`config.mk`:
```
export PLATFORM = sky130hd
export DESIGN_NAME = rtc_spi_device_flat
export DESIGN_NICKNAME = d
export VERILOG_FILES = /design/src/common/rtc_spi_pkg.sv /design/src/common/spi_link_if.sv /design/src/design/rtc_spi_device.sv /design/src/flat_wrapper.sv
export SDC_FILE = /design/constraint.sdc
export NUM_CORES = 1
export LEC_CHECK = 0
export ABC_CLOCK_PERIOD_IN_PS = 2820
export BUFFER_PORTS_ARGS = -buffer_cell sky130_fd_sc_hd__buf_2
export CORE_ASPECT_RATIO = 1.2
export CORE_MARGIN = 8
export CORE_UTILIZATION = 45
export CTS_CLUSTER_DIAMETER = 120
export CTS_CLUSTER_SIZE = 10
export DETAILED_ROUTE_END_ITERATION = 16
export GPL_TIMING_DRIVEN = 0
export SLEW_MARGIN = 10
export SYNTH_ARGS = -nofsm -noshare
export SYNTH_HDL_FRONTEND = slang
export SYNTH_SLANG_ARGS = --single-unit
```
`constraint.sdc`:
```
create_clock -name clk_sys -period 2.82 [get_ports clk_sys]
set_input_delay 0.564 -clock clk_sys [delete_from_list [all_inputs] [get_ports clk_sys]]
set_output_delay 0.564 -clock clk_sys [all_outputs]
set_load 0.1 [all_outputs]
```
`src/common/rtc_spi_pkg.sv`:
```
// shared constants for the real-time clock serial access port and its master
package rtc_spi_pkg;

  localparam int unsigned SYS_CLK_NS     = 100;
  localparam int unsigned DATA_W         = 8;
  localparam int unsigned ADDR_W         = 7;
  localparam int unsigned PTR_W          = 6;
  localparam int unsigned DIR_BIT        = 7;
  localparam int unsigned LEN_W          = 7;
  localparam int unsigned TIMER_W        = 8;

  localparam logic [2:0]       BIT_LAST       = 3'h7;
  localparam logic [2:0]       BIT_FIRST      = 3'h0;
  localparam logic             DIR_WRITE      = 1'h1;
  localparam logic [PTR_W-1:0] PTR_RESET      = 6'h00;
  localparam logic [PTR_W-1:0] PTR_CLOCK_LAST = 6'h07;
  localparam logic [LEN_W-1:0] LEN_ONE        = 7'h01;

  // recovery delay after the supply returns; a least time, rounded up
  localparam int unsigned REC_DELAY_NS   = 100000;
  localparam int unsigned REC_DELAY_CYC  = (REC_DELAY_NS + SYS_CLK_NS - 1) / SYS_CLK_NS;

  // select high time before a new frame; a least time, rounded up
  localparam int unsigned SEL_REC_NS     = 200;
  localparam int unsigned SEL_REC_CYC    = (SEL_REC_NS + SYS_CLK_NS - 1) / SYS_CLK_NS;

  // serial clock made by the master; half period is a least time, rounded up
  localparam int unsigned SCLK_PERIOD_NS = 1600;
  localparam int unsigned SCLK_HALF_CYC  = (SCLK_PERIOD_NS / 2 + SYS_CLK_NS - 1) / SYS_CLK_NS;

  localparam logic [TIMER_W-1:0] HALF_LOAD = TIMER_W'(SCLK_HALF_CYC - 1);
  localparam logic [TIMER_W-1:0] GAP_LOAD  = TIMER_W'(SEL_REC_CYC);

endpackage : rtc_spi_pkg

```
`src/common/spi_link_if.sv`:
```
// serial link between the clock device and its master
interface spi_link_if;
  logic select_n;
  logic sclk;
  logic serial_data_in;
  logic serial_data_out;
  logic serial_data_out_oe;
  logic serial_data_out_line;

  // pull-up on the shared data-out wire while nobody drives it
  assign serial_data_out_line = serial_data_out_oe ? serial_data_out : 1'b1;

  modport device (
    input  select_n,
    input  sclk,
    input  serial_data_in,
    output serial_data_out,
    output serial_data_out_oe
  );

  modport host (
    output select_n,
    output sclk,
    output serial_data_in,
    input  serial_data_out_line
  );
endinterface : spi_link_if

```
`src/design/rtc_spi_device.sv`:
```
// serial slave access port of the battery-backed clock with ram
module rtc_spi_device #(
  parameter int unsigned REC_CYCLES = rtc_spi_pkg::REC_DELAY_CYC
) (
  input  wire logic                             clk_sys,
  input  wire logic                             rst,
  spi_link_if.device                            link,
  input  wire logic                             power_fail,
  input  wire logic                             on_battery,
  output logic      [rtc_spi_pkg::PTR_W-1:0]    mem_addr,
  output logic      [rtc_spi_pkg::DATA_W-1:0]   mem_wdata,
  output logic                                  mem_we,
  input  wire logic [rtc_spi_pkg::DATA_W-1:0]   mem_rdata,
  output logic                                  clock_hold,
  output logic                                  reset_out,
  output logic                                  reset_out_oe
);
  import rtc_spi_pkg::*;

  localparam int unsigned REC_W = $clog2(REC_CYCLES + 1);
  localparam logic [REC_W-1:0] REC_LOAD = REC_W'(REC_CYCLES);

  typedef enum logic [1:0] {
    ST_IDLE,
    ST_CMD,
    ST_WRITE,
    ST_READ
  } dev_state_t;

  typedef struct packed {
    dev_state_t        st;
    logic [1:0]        sel_sy;
    logic [2:0]        sck_sy;
    logic [1:0]        din_sy;
    logic [1:0]        pf_sy;
    logic [1:0]        bat_sy;
    logic              sel_prev;
    logic [2:0]        bitcnt;
    logic [DATA_W-1:0] shift;
    logic [DATA_W-1:0] tx;
    logic              load;
    logic [PTR_W-1:0]  ptr;
    logic [PTR_W-1:0]  addr;
    logic [DATA_W-1:0] wdata;
    logic              we;
    logic              dout;
    logic              dout_oe;
    logic              protect;
    logic [REC_W-1:0]  rec_cnt;
    logic              hold;
    logic              rst_oe;
  } dev_regs_t;

  dev_regs_t s_r;
  dev_regs_t s_nxt;

  logic              sck_rise;
  logic              sck_fall;
  logic              din_bit;
  logic              pf;
  logic              bat;
  logic              sel_eff;
  logic [DATA_W-1:0] byte_in;

  always_comb begin
    s_nxt = s_r;
    // first stage of each synchroniser feeds only its second stage
    s_nxt.sel_sy = {s_r.sel_sy[0], link.select_n};
    s_nxt.sck_sy = {s_r.sck_sy[1:0], link.sclk};
    s_nxt.din_sy = {s_r.din_sy[0], link.serial_data_in};
    s_nxt.pf_sy  = {s_r.pf_sy[0], power_fail};
    s_nxt.bat_sy = {s_r.bat_sy[0], on_battery};

    sck_rise = s_r.sck_sy[1] & ~s_r.sck_sy[2];
    sck_fall = ~s_r.sck_sy[1] & s_r.sck_sy[2];
    din_bit  = s_r.din_sy[1];
    pf       = s_r.pf_sy[1];
    bat      = s_r.bat_sy[1];
    byte_in  = {s_r.shift[DATA_W-2:0], din_bit};
    s_nxt.we = 1'b0;

    // write protection holds on until the recovery delay has run out
    if (pf | bat) begin
      s_nxt.protect = 1'b1;
      s_nxt.rec_cnt = REC_LOAD;
    end else if (s_r.protect) begin
      if (s_r.rec_cnt == '0) begin
        s_nxt.protect = 1'b0;
      end else begin
        s_nxt.rec_cnt = s_r.rec_cnt - 1'b1;
      end
    end

    // protection forces select inactive internally
    sel_eff = s_r.sel_sy[1] | s_r.protect;
    // edges come from the pin, not from sel_eff: the end of protection with
    // select already low must not look like a falling edge
    s_nxt.sel_prev = s_r.sel_sy[1];

    if (pf) begin
      s_nxt.st      = ST_IDLE;
      s_nxt.ptr     = PTR_RESET;
      s_nxt.bitcnt  = BIT_FIRST;
      s_nxt.load    = 1'b0;
      s_nxt.dout_oe = 1'b0;
    end else if (sel_eff) begin
      // deselect drops any partial byte without writing it
      s_nxt.st      = ST_IDLE;
      s_nxt.bitcnt  = BIT_FIRST;
      s_nxt.load    = 1'b0;
      s_nxt.dout_oe = 1'b0;
    end else if (s_r.sel_prev & ~s_r.sel_sy[1]) begin
      // only a fall seen outside protection arms a frame; a fall hidden by it is lost
      s_nxt.st      = ST_CMD;
      s_nxt.bitcnt  = BIT_FIRST;
      s_nxt.load    = 1'b0;
      s_nxt.dout_oe = 1'b0;
    end else begin
      unique case (s_r.st)
        ST_IDLE: begin
        end
        ST_CMD: begin
          if (sck_rise) begin
            s_nxt.shift  = byte_in;
            s_nxt.bitcnt = s_r.bitcnt + 3'h1;
            if (s_r.bitcnt == BIT_LAST) begin
              s_nxt.ptr = byte_in[PTR_W-1:0];
              if (byte_in[DIR_BIT] == DIR_WRITE) begin
                s_nxt.st = ST_WRITE;
              end else begin
                s_nxt.st   = ST_READ;
                s_nxt.load = 1'b1;
              end
            end
          end
        end
        ST_WRITE: begin
          if (sck_rise) begin
            s_nxt.shift  = byte_in;
            s_nxt.bitcnt = s_r.bitcnt + 3'h1;
            if (s_r.bitcnt == BIT_LAST) begin
              s_nxt.we    = 1'b1;
              s_nxt.wdata = byte_in;
              s_nxt.ptr   = s_r.ptr + 1'b1;
            end
          end
        end
        ST_READ: begin
          // read data arrives a cycle after the pointer moves
          if (s_r.load) begin
            s_nxt.tx   = mem_rdata;
            s_nxt.load = 1'b0;
          end
          if (sck_rise) begin
            s_nxt.bitcnt = s_r.bitcnt + 3'h1;
            if (s_r.bitcnt == BIT_LAST) begin
              s_nxt.ptr  = s_r.ptr + 1'b1;
              s_nxt.load = 1'b1;
            end
          end
          // output stays undriven until the first full byte is in the shifter
          if (sck_fall && !s_r.load) begin
            s_nxt.dout_oe = 1'b1;
            s_nxt.dout    = s_r.tx[DATA_W-1];
            s_nxt.tx      = {s_r.tx[DATA_W-2:0], 1'b0};
          end
        end
      endcase
    end

    // a write holds the address of its own byte for the strobe cycle
    s_nxt.addr = s_nxt.we ? s_r.ptr : s_nxt.ptr;

    s_nxt.hold = ((s_nxt.st == ST_READ) || (s_nxt.st == ST_WRITE)) &&
                 (s_nxt.ptr <= PTR_CLOCK_LAST);

    if (bat) begin
      s_nxt.dout_oe = 1'b0;
    end
    s_nxt.rst_oe = s_nxt.protect & ~bat;
  end

  always_ff @(posedge clk_sys or posedge rst) begin
    if (rst) begin
      // power-up counts as a supply return: protection and reset start active
      s_r         <= '0;
      s_r.protect <= 1'b1;
      s_r.rec_cnt <= REC_LOAD;
      s_r.rst_oe  <= 1'b1;
    end else begin
      s_r <= s_nxt;
    end
  end

  assign link.serial_data_out    = s_r.dout;
  assign link.serial_data_out_oe = s_r.dout_oe;
  assign mem_addr                = s_r.addr;
  assign mem_wdata               = s_r.wdata;
  assign mem_we                  = s_r.we;
  assign clock_hold              = s_r.hold;
  // open drain: the pin is only ever pulled low
  assign reset_out               = 1'b0;
  assign reset_out_oe            = s_r.rst_oe;

endmodule : rtc_spi_device

```
`src/flat_wrapper.sv`:
```
// flat-port wrapper written by rule: the top's interface ports become plain ports
module rtc_spi_device_flat import rtc_spi_pkg::*;
#(
  parameter int unsigned REC_CYCLES = rtc_spi_pkg::REC_DELAY_CYC
)
  (clk_sys, rst, power_fail, on_battery, mem_addr, mem_wdata, mem_we, mem_rdata, clock_hold, reset_out, reset_out_oe, link_select_n, link_sclk, link_serial_data_in, link_serial_data_out, link_serial_data_out_oe);
  spi_link_if link_i ();
  input  wire logic clk_sys;
  input  wire logic rst;
  input  wire logic power_fail;
  input  wire logic on_battery;
  output logic      [rtc_spi_pkg::PTR_W-1:0] mem_addr;
  output logic      [rtc_spi_pkg::DATA_W-1:0] mem_wdata;
  output logic mem_we;
  input  wire logic [rtc_spi_pkg::DATA_W-1:0] mem_rdata;
  output logic clock_hold;
  output logic reset_out;
  output logic reset_out_oe;
  input wire logic [$bits(link_i.select_n)-1:0] link_select_n;
  input wire logic [$bits(link_i.sclk)-1:0] link_sclk;
  input wire logic [$bits(link_i.serial_data_in)-1:0] link_serial_data_in;
  output wire logic [$bits(link_i.serial_data_out)-1:0] link_serial_data_out;
  output wire logic [$bits(link_i.serial_data_out_oe)-1:0] link_serial_data_out_oe;
  assign link_i.select_n = link_select_n;
  assign link_i.sclk = link_sclk;
  assign link_i.serial_data_in = link_serial_data_in;
  assign link_serial_data_out = link_i.serial_data_out;
  assign link_serial_data_out_oe = link_i.serial_data_out_oe;
  rtc_spi_device #(.REC_CYCLES(REC_CYCLES)) u_core (.clk_sys(clk_sys), .rst(rst), .link(link_i), .power_fail(power_fail), .on_battery(on_battery), .mem_addr(mem_addr), .mem_wdata(mem_wdata), .mem_we(mem_we), .mem_rdata(mem_rdata), .clock_hold(clock_hold), .reset_out(reset_out), .reset_out_oe(reset_out_oe));
endmodule
```
== After elaboration in Yosys (flattened, before gate mapping) ==
Index checks and enable logic that the tools add are counted.
Widths: inputs -> output; s select.
Word-level totals
  bits in registers: 70
  input port bits: 15
  word-level logic and storage cells: 116
Cells by class
  $add $sub $neg: 3
  magnitude comparators: 1
  eq/ne operators: 12
  muxes and demuxes: 46
  bitwise logic cells: 13
  reductions and logical operators: 20
Operator list (number)
  $mux 7: 5
  $mux 11: 3
  $mux 6: 5
  $mux 2: 11
  $ne 5x1->1 const B: 4
  $reduce_bool 5->1: 4
  $pmux 6 s3: 1
  $reduce_and 5->1: 3
  $mux 1: 12
  $mux 3: 4
  $logic_not 10->1: 1
  $mux 10: 1
  $sub 10x1->10 const B: 1
  $mux 9: 1
  $eq 2x2->1 const B: 4
  $mux 8: 1
  $not 1->1: 7
  $add 6x1->6 const B: 1
  $le 6x3->1 const B: 1
  $pmux 3 s2: 1
  $reduce_and 6->1: 1
  $ne 5x4->1 const B: 1
  $and 1x1->1: 4
  $reduce_and 2->1: 2
  other kinds (13): 16

== Depth between registers and ports, before layout ==
Gate-level depths: netlist (run 1).
  depth in word-level cells: 10
  gate-level depth with buffers: 8
  mapped depth without buffers: 7

== Worst setup path before layout (run 1) ==
No wires, ideal clock.
  path type: reg2reg
  start point: reg u_core.s_r[68] (netlist bit)
  end point: reg u_core.s_r (netlist bit u_core.mem_addr[3])
  library setup time: 0.066 ns
  arrival time: 2.108 ns
  data required time: 2.754 ns
  setup slack: 0.646 ns
  stages on the path, launching flop included: 8
  buffers on the path: 0
  cells stage by stage: dfrtp_1 > inv_1 > ha_1 > or4_4 > or4_1 > a21o_1 > a21oi_2 > mux2_1
RTL lines
  from (decl): line rtc_spi_device.sv:54  | dev_regs_t s_r;
  from (signal assigned): line rtc_spi_device.sv:191  | s_r <= s_nxt;

==> metrics, run 1 <==
Compound-Gate Fraction of Synth Area approximately a tenth; Root Buffer clkbuf_8; RSZ-0062 raised after global routing no; area of the die 9890 um^2; post-route cell area 3650 um^2; vias per cell 5.13; clock buffer count from CTS 9; Async SR Flop Fraction 100%; Post-synth top cells 61 x dfrtp_1, 22 x nand2_1, 19 x mux2_2, 19 x nor2_1, 16 x o21ai_0; final setup fails 0; Top delay family on crit path simple AND/OR/NAND/NOR gates; Worst-Skew Late Latency 0.33 ns; Synth area leader dfrtp_1; starting DRC count in detailed routing 110; number of global-route vias before repair 2,076; Mapped Area between 3000 and 4000 um^2; Post-synth top flop dfrtp_1; Slew headroom 57.8%; GP Congestion about 0.85; CP max stage delay between 0.5 and 0.6 ns; area grow syn2layout 16.8%; largest family of logic cells by synthesized area simple AND/OR/NAND/NOR gates; TritonCTS clock tree yes; mux contribution to synthesized area 10.1%; Port Buffer Count 33; Worst Reg-to-Reg Cells 7; Power Density between 500 and 600 nW/um^2; hold buffers post-CTS 0; crit path DAT roughly 2.7 ns; Post-Synthesis Cells 278; clk buf depth 2; Synth Warn # 0; Yosys reg bits 69; DRC errors left 0; crit path time final 2.41 ns; post-synthesis adder-cell area fraction 3.20%; Resized cells post-CTS 0; Synth top area share 48.8%; Avg Cell Area, Syn 11.3 um^2; sequential area share after synthesis 55.5%; Layout fillers 606; status finished, final reports clean; Layout Skew 0.00928 ns; row cnt 33; XOR/XNOR Fraction of Synth Area under 10%; crit path buf inv count 1; worst r2r src u_core.s_r[68]; Synth Area in Simple Gates 14.0%; reg2reg setup slack roughly 0.4 ns; worst-path cell chain inv_1 > ha_1 > or4_4 > nor2_1 > nand3_1 > a41oi_1 > mux2_2; total gr overflow 0; Die Y 107 um; io pins 35; antenna cells 0; core area approximately 6800 um^2; CTS Sinks 69; Worst EP required 3.09 ns; Worst Tran Pin Value 0.623 ns; initial antenna violation count 0; syn_nets 301; worst hold path class primary input to asynchronous set/reset pin; critical path class flop to flop; Post-synth EDFFs 0; Final Util 54.0%; CP max-delay cell or4_4; Max FO, Critical Path 6; largest net degree at the start of global routing 39; max cap viols 0; final-report hold violation count 0; Critical Path Start u_core.s_r[68]; Leakage Power 1.74 nW; total track usage 12.7%; Post-Place Cell Area ~3400 um^2; routed length per instance 14.1 um; Worst-path clk slew about 0.07 ns; Antenna Nets Post-Route 0; first-pass GRT wire length 9.98 mm; crit path launch type flop; Cell variety after synth 46; most common cell in the netlist dfrtp_1; Crit. End Element flop; Nets between 300 and 400; reg2reg end u_core.mem_addr[5]; H-tree levels 3; Worst setup endpoint u_core.mem_addr[5]; vias 2,127; 1st-pass router iterations 5; post-layout worst setup margin 0.407 ns; CP Depth 7; Power Total 1.98 mW; final slew viol count 0; setup bufs post-CTS 0; Area contributors post-synth dfrtp_1 49%, mux2_2 6.8%, dfstp_2 6.7%; share of cells above drive strength 1 30.2%; pre-CTS setup slack 0.342 ns; placed wire-length estimate 4.27 mm; Achievable Freq 414 MHz; Starting Density between 40% and 50%; Die W 92.1 um; routed wire length 5.85 mm; post-route clock period utilization 85.6%; Max IR drop VDD 305 uV
==> per-stage QoR <==
stage / instances / setup TNS, ns / hold slack (ns)
finish: 415 / 0 / 0.224
global route: 415 / 0 / 0.237
CTS: 415 / 0 / 0.222
detailed placement: 399 / 0 / 0.335
global placement: 398 / -15.49 / 0.331
floorplan: 278 / 0 / 0.331
==> placed cells by master, fill, tap and decap left out, drive strengths merged, types with 4 or more instances in the layout <==
cell / count
ha: 8
nor3: 9
nand2: 22
dfrtp: 61
buf: 49
inv: 9
a22o: 5
xor2: 4
nand3: 10
mux2: 20
a21oi: 10
mux2i: 9
xnor2: 4
clkbuf: 17
nor2: 19
dfstp: 8
o21ai: 16
nor4: 4
nor2b: 4
==> state kept, by name, indices dropped and copies added (netlist names) <==
signal                          count
u_core.link.serial_data_out         1
u_core.byte_in                      8
u_core.s_r                         33
u_core.link.serial_data_out_oe      1
u_core.s_nxt                        7
u_core.reset_out_oe                 1
u_core.pf                           1
u_core.mem_addr                     6
u_core.mem_wdata                    8
u_core.mem_we                       1
u_core.clock_hold                   1
u_core.bat                          1
==> final cells by class <==
cell class	count	area [um^2]	share of cell area [%]
clock buffer	9	124	3.39
inverter	8	32.5	0.890
multi-input combinational	178	1230	33.6
buffer	23	143	3.90
timing repair buffer	34	185	5.07
clock inverter	7	98.8	2.70
sequential	69	1740	47.5
tap	87	109	2.98
==> metal layers <==
layer  GRT usage, %  routed length, um  vias up
met1           15.1               2660     1026
met5              0                  0        -
li1               -                  -     1064
met2           20.3               2850       33
met3           4.68                260        4
met4           5.19                 71        0
==> worst min-delay path by stage <==
stage | end | startpoint | cells past startpoint
after CTS | u_core.s_r[53] | rst | 2
after detailed placement | u_core.s_nxt[56] | u_core.s_nxt[67] | 0
after floorplan | u_core.bat | u_core.s_nxt[58] | 0
final | u_core.s_r[3] | rst | 2
after global routing | u_core.s_r[53] | rst | 2
after global placement | u_core.s_nxt[56] | u_core.s_nxt[67] | 0
==> logic make-up (layout without fill, tap and decap cells) <==
kind of cell,after synthesis,count (layout)
other,1,1
buffers and inverters,31,81
flip-flops,69,69
XOR/XNOR,8,8
AND/OR/NAND/NOR,87,87
adder cells (fa/ha/maj),8,8
multiplexers,29,29
AO/OA/AOI/OAI,45,45
==> where the power goes <==
| group | leakage [nW] | total, mW | switching [mW] | internal [mW] |
|---|---|---|---|---|
| logic | 0.769 | 0.0857 | 0.0567 | 0.0290 |
| clock network | 0.110 | 0.877 | 0.375 | 0.502 |
| registers | 0.865 | 1.02 | 0.0112 | 1.01 |
| total | 1.74 | 1.98 | 0.443 | 1.54 |
No activity file was read; power rests on OpenSTA's default activity.
==> inputs of run 2 (changes only) <==
--- a/config.mk
+++ b/config.mk
@@ -5,11 +5,12 @@
 export SDC_FILE = /design/constraint.sdc
 export NUM_CORES = 1
 export LEC_CHECK = 0
-export ABC_CLOCK_PERIOD_IN_PS = 2820
+export ABC_CLOCK_PERIOD_IN_PS = 2900
 export BUFFER_PORTS_ARGS = -buffer_cell sky130_fd_sc_hd__buf_2
 export CORE_ASPECT_RATIO = 1.2
 export CORE_MARGIN = 8
 export CORE_UTILIZATION = 45
+export CTS_BUF_LIST = sky130_fd_sc_hd__clkbuf_8
 export CTS_CLUSTER_DIAMETER = 120
 export CTS_CLUSTER_SIZE = 10
 export DETAILED_ROUTE_END_ITERATION = 16
==> constraint.sdc (replaced) <==
create_clock -name clk_sys -period 2.9 [get_ports clk_sys]
set_input_delay 0.58 -clock clk_sys [delete_from_list [all_inputs] [get_ports clk_sys]]
set_output_delay 0.58 -clock clk_sys [all_outputs]
set_load 0.1 [all_outputs]
==> metrics, run 2 (synthesized netlist as in run 1, its figures left out) <==
starting DRC count in detailed routing 101 (-8.2%); area of the die 9890 um^2 (unchanged); Worst Reg-to-Reg Cells 7 (unchanged); Max FO, Critical Path 6 (unchanged); worst hold path class primary input to asynchronous set/reset pin; post-layout worst setup margin 0.284 ns (-0.123 ns); final slew viol count 0 (unchanged); io pins 35 (unchanged); clock buffer count from CTS 9 (unchanged); initial antenna violation count 0 (unchanged); Placed Cells 399 (unchanged); Layout fillers 608 (+0.33%); Top reg by flops u_core.s_r; Hold WS 0.235 ns (+0.0111 ns); routed length per instance 14.1 um (+0.33%); Root Buffer clkbuf_8; hold buffers post-CTS 0 (unchanged); Power Density 528 nW/um^2 (-2.5%); H-tree levels 3 (unchanged); setup_tns 0 ns (unchanged); setup bufs post-CTS 0 (unchanged); Worst EP required 3.12 ns (+0.03 ns); Die Y 107 um (unchanged); Worst-path clk slew 0.07 ns (about the same); Achievable Freq 382 MHz (-7.7%); TritonCTS clock tree yes; clk buf depth 2 (unchanged); first-pass GRT wire length 9.98 mm (unchanged); most frequent cells in the layout 61 x dfrtp_1, 33 x buf_2, 22 x nand2_1; status finished, final reports clean; core area 6770 um^2 (unchanged); critical path class flop to flop; Leakage Power 1.74 nW (about the same); Worst-Skew Late Latency 0.34 ns (about the same); worst r2r src u_core.s_r[68]; placed wire-length estimate 4.27 mm (unchanged); Starting Density 46.2% (unchanged); Die W 92.1 um (unchanged); Antenna Nets Post-Route 0 (unchanged); Post-Place Cell Area 3430 um^2 (unchanged); reg2reg setup slack 0.28 ns (-0.12 ns); final-report hold violation count 0 (unchanged); Power Total 1.93 mW (-2.6%); max reg flops 33 (unchanged); Final Util 53.9% (-0.092 points); vias 2,136 (+0.42%); Resized cells post-CTS 0 (unchanged); antenna cells 0 (unchanged); non-filler instance count after layout 415 (unchanged); Layout Skew 0.00923 ns (-0.0000518 ns); 1st-pass router iterations 4 (-1); most common cell after layout, fill and taps aside dfrtp_1; largest net degree at the start of global routing 39 (unchanged); total track usage 12.7% (unchanged); DRC errors left 0 (unchanged); Worst Tran Pin Value 0.905 ns (+0.282 ns); crit path launch type flop; pre-CTS setup slack 0.422 ns (+0.0800 ns); share of cells above drive strength 1 29.9% (-0.30 points); row cnt 33 (unchanged); crit path DAT 2.84 ns (+0.16 ns); final setup fails 0 (unchanged); CTS Sinks 69 (unchanged); crit path time final 2.62 ns (+0.203 ns); vias per cell 5.15 (+0.42%); routed wire length 5.86 mm (+0.33%); max cap viols 0 (unchanged); GP Congestion 0.848 (unchanged); area grow syn2layout 16.6%; Crit. End Element flop; RSZ-0062 raised after global routing no; number of global-route vias before repair 2,076 (unchanged); Max IR drop VDD 297 uV (-2.8%); total gr overflow 0 (unchanged); Port Buffer Count 33 (unchanged); post-route clock period utilization 90.2% (+4.6 points); Slew headroom 39.1% (-19 points); reg2reg end u_core.clock_hold; Nets 346 (unchanged); post-route cell area 3650 um^2 (-0.17%)
[run 2: cell types whose count changed in the layout (fill, tap and decap cells not counted)]
cell / before / now
nor4_2: 1 / 0
nor4_1: 3 / 4
[run 2: layer usage]
| metal | routed length [um] | up-vias | track usage [%] | share of wire [%] |
|---|---|---|---|---|
| met1 | 2660 | 1033 | 15.1 | 45 |
| li1 | - | 1063 | - | - |
| met3 | 286 | 4 | 4.68 | 4.9 |
| met5 | 0 | - | 0 | 0 |
| met4 | 69 | 0 | 5.19 | 1.2 |
| met2 | 2850 | 36 | 20.3 | 49 |
[run 2: worst max-delay path, stage by stage (launching register included)]
cell and delay [ns]:
dfrtp_1 0.40, inv_1 0.08, ha_1 0.24, nor4_1 0.79, o21ai_0 0.26, a32oi_1 0.20
o21ai_0 0.16, nor4b_1 0.36
[run 2: where the power goes]
group	total, mW	internal, mW	switching, mW	leakage [nW]
combinational	0.0833	0.0282	0.0552	0.769
sequential	0.988	0.977	0.0105	0.865
clock	0.856	0.488	0.368	0.110
[run 2: cell type report]
cell class | count | area, um^2 | area share, %
Sequential cell | 69 | 1740 | 47.6
Multi-Input combinational cell | 178 | 1220 | 33.4
Timing Repair Buffer | 34 | 185 | 5.08
Buffer | 23 | 143 | 3.91
Clock buffer | 9 | 124 | 3.40
Tap cell | 87 | 109 | 2.98
Clock inverter | 7 | 98.8 | 2.71
Inverter | 8 | 32.5 | 0.892
[run 2: how the worst max path moves through the flow]
stage / slack [ns] / endpoint / cells after the start / startpoint
finish: 0.28 / u_core.clock_hold / 7 / u_core.s_r[68]
global route: 0.009 / u_core.clock_hold / 7 / u_core.s_r[68]
CTS: 0.35 / u_core.clock_hold / 7 / u_core.s_r[68]
detailed placement: 0.42 / u_core.clock_hold / 7 / u_core.s_r[68]
global placement: -0.19 / u_core.mem_wdata[0] / 2 / rst
floorplan: 0.59 / u_core.bat / 1 / rst
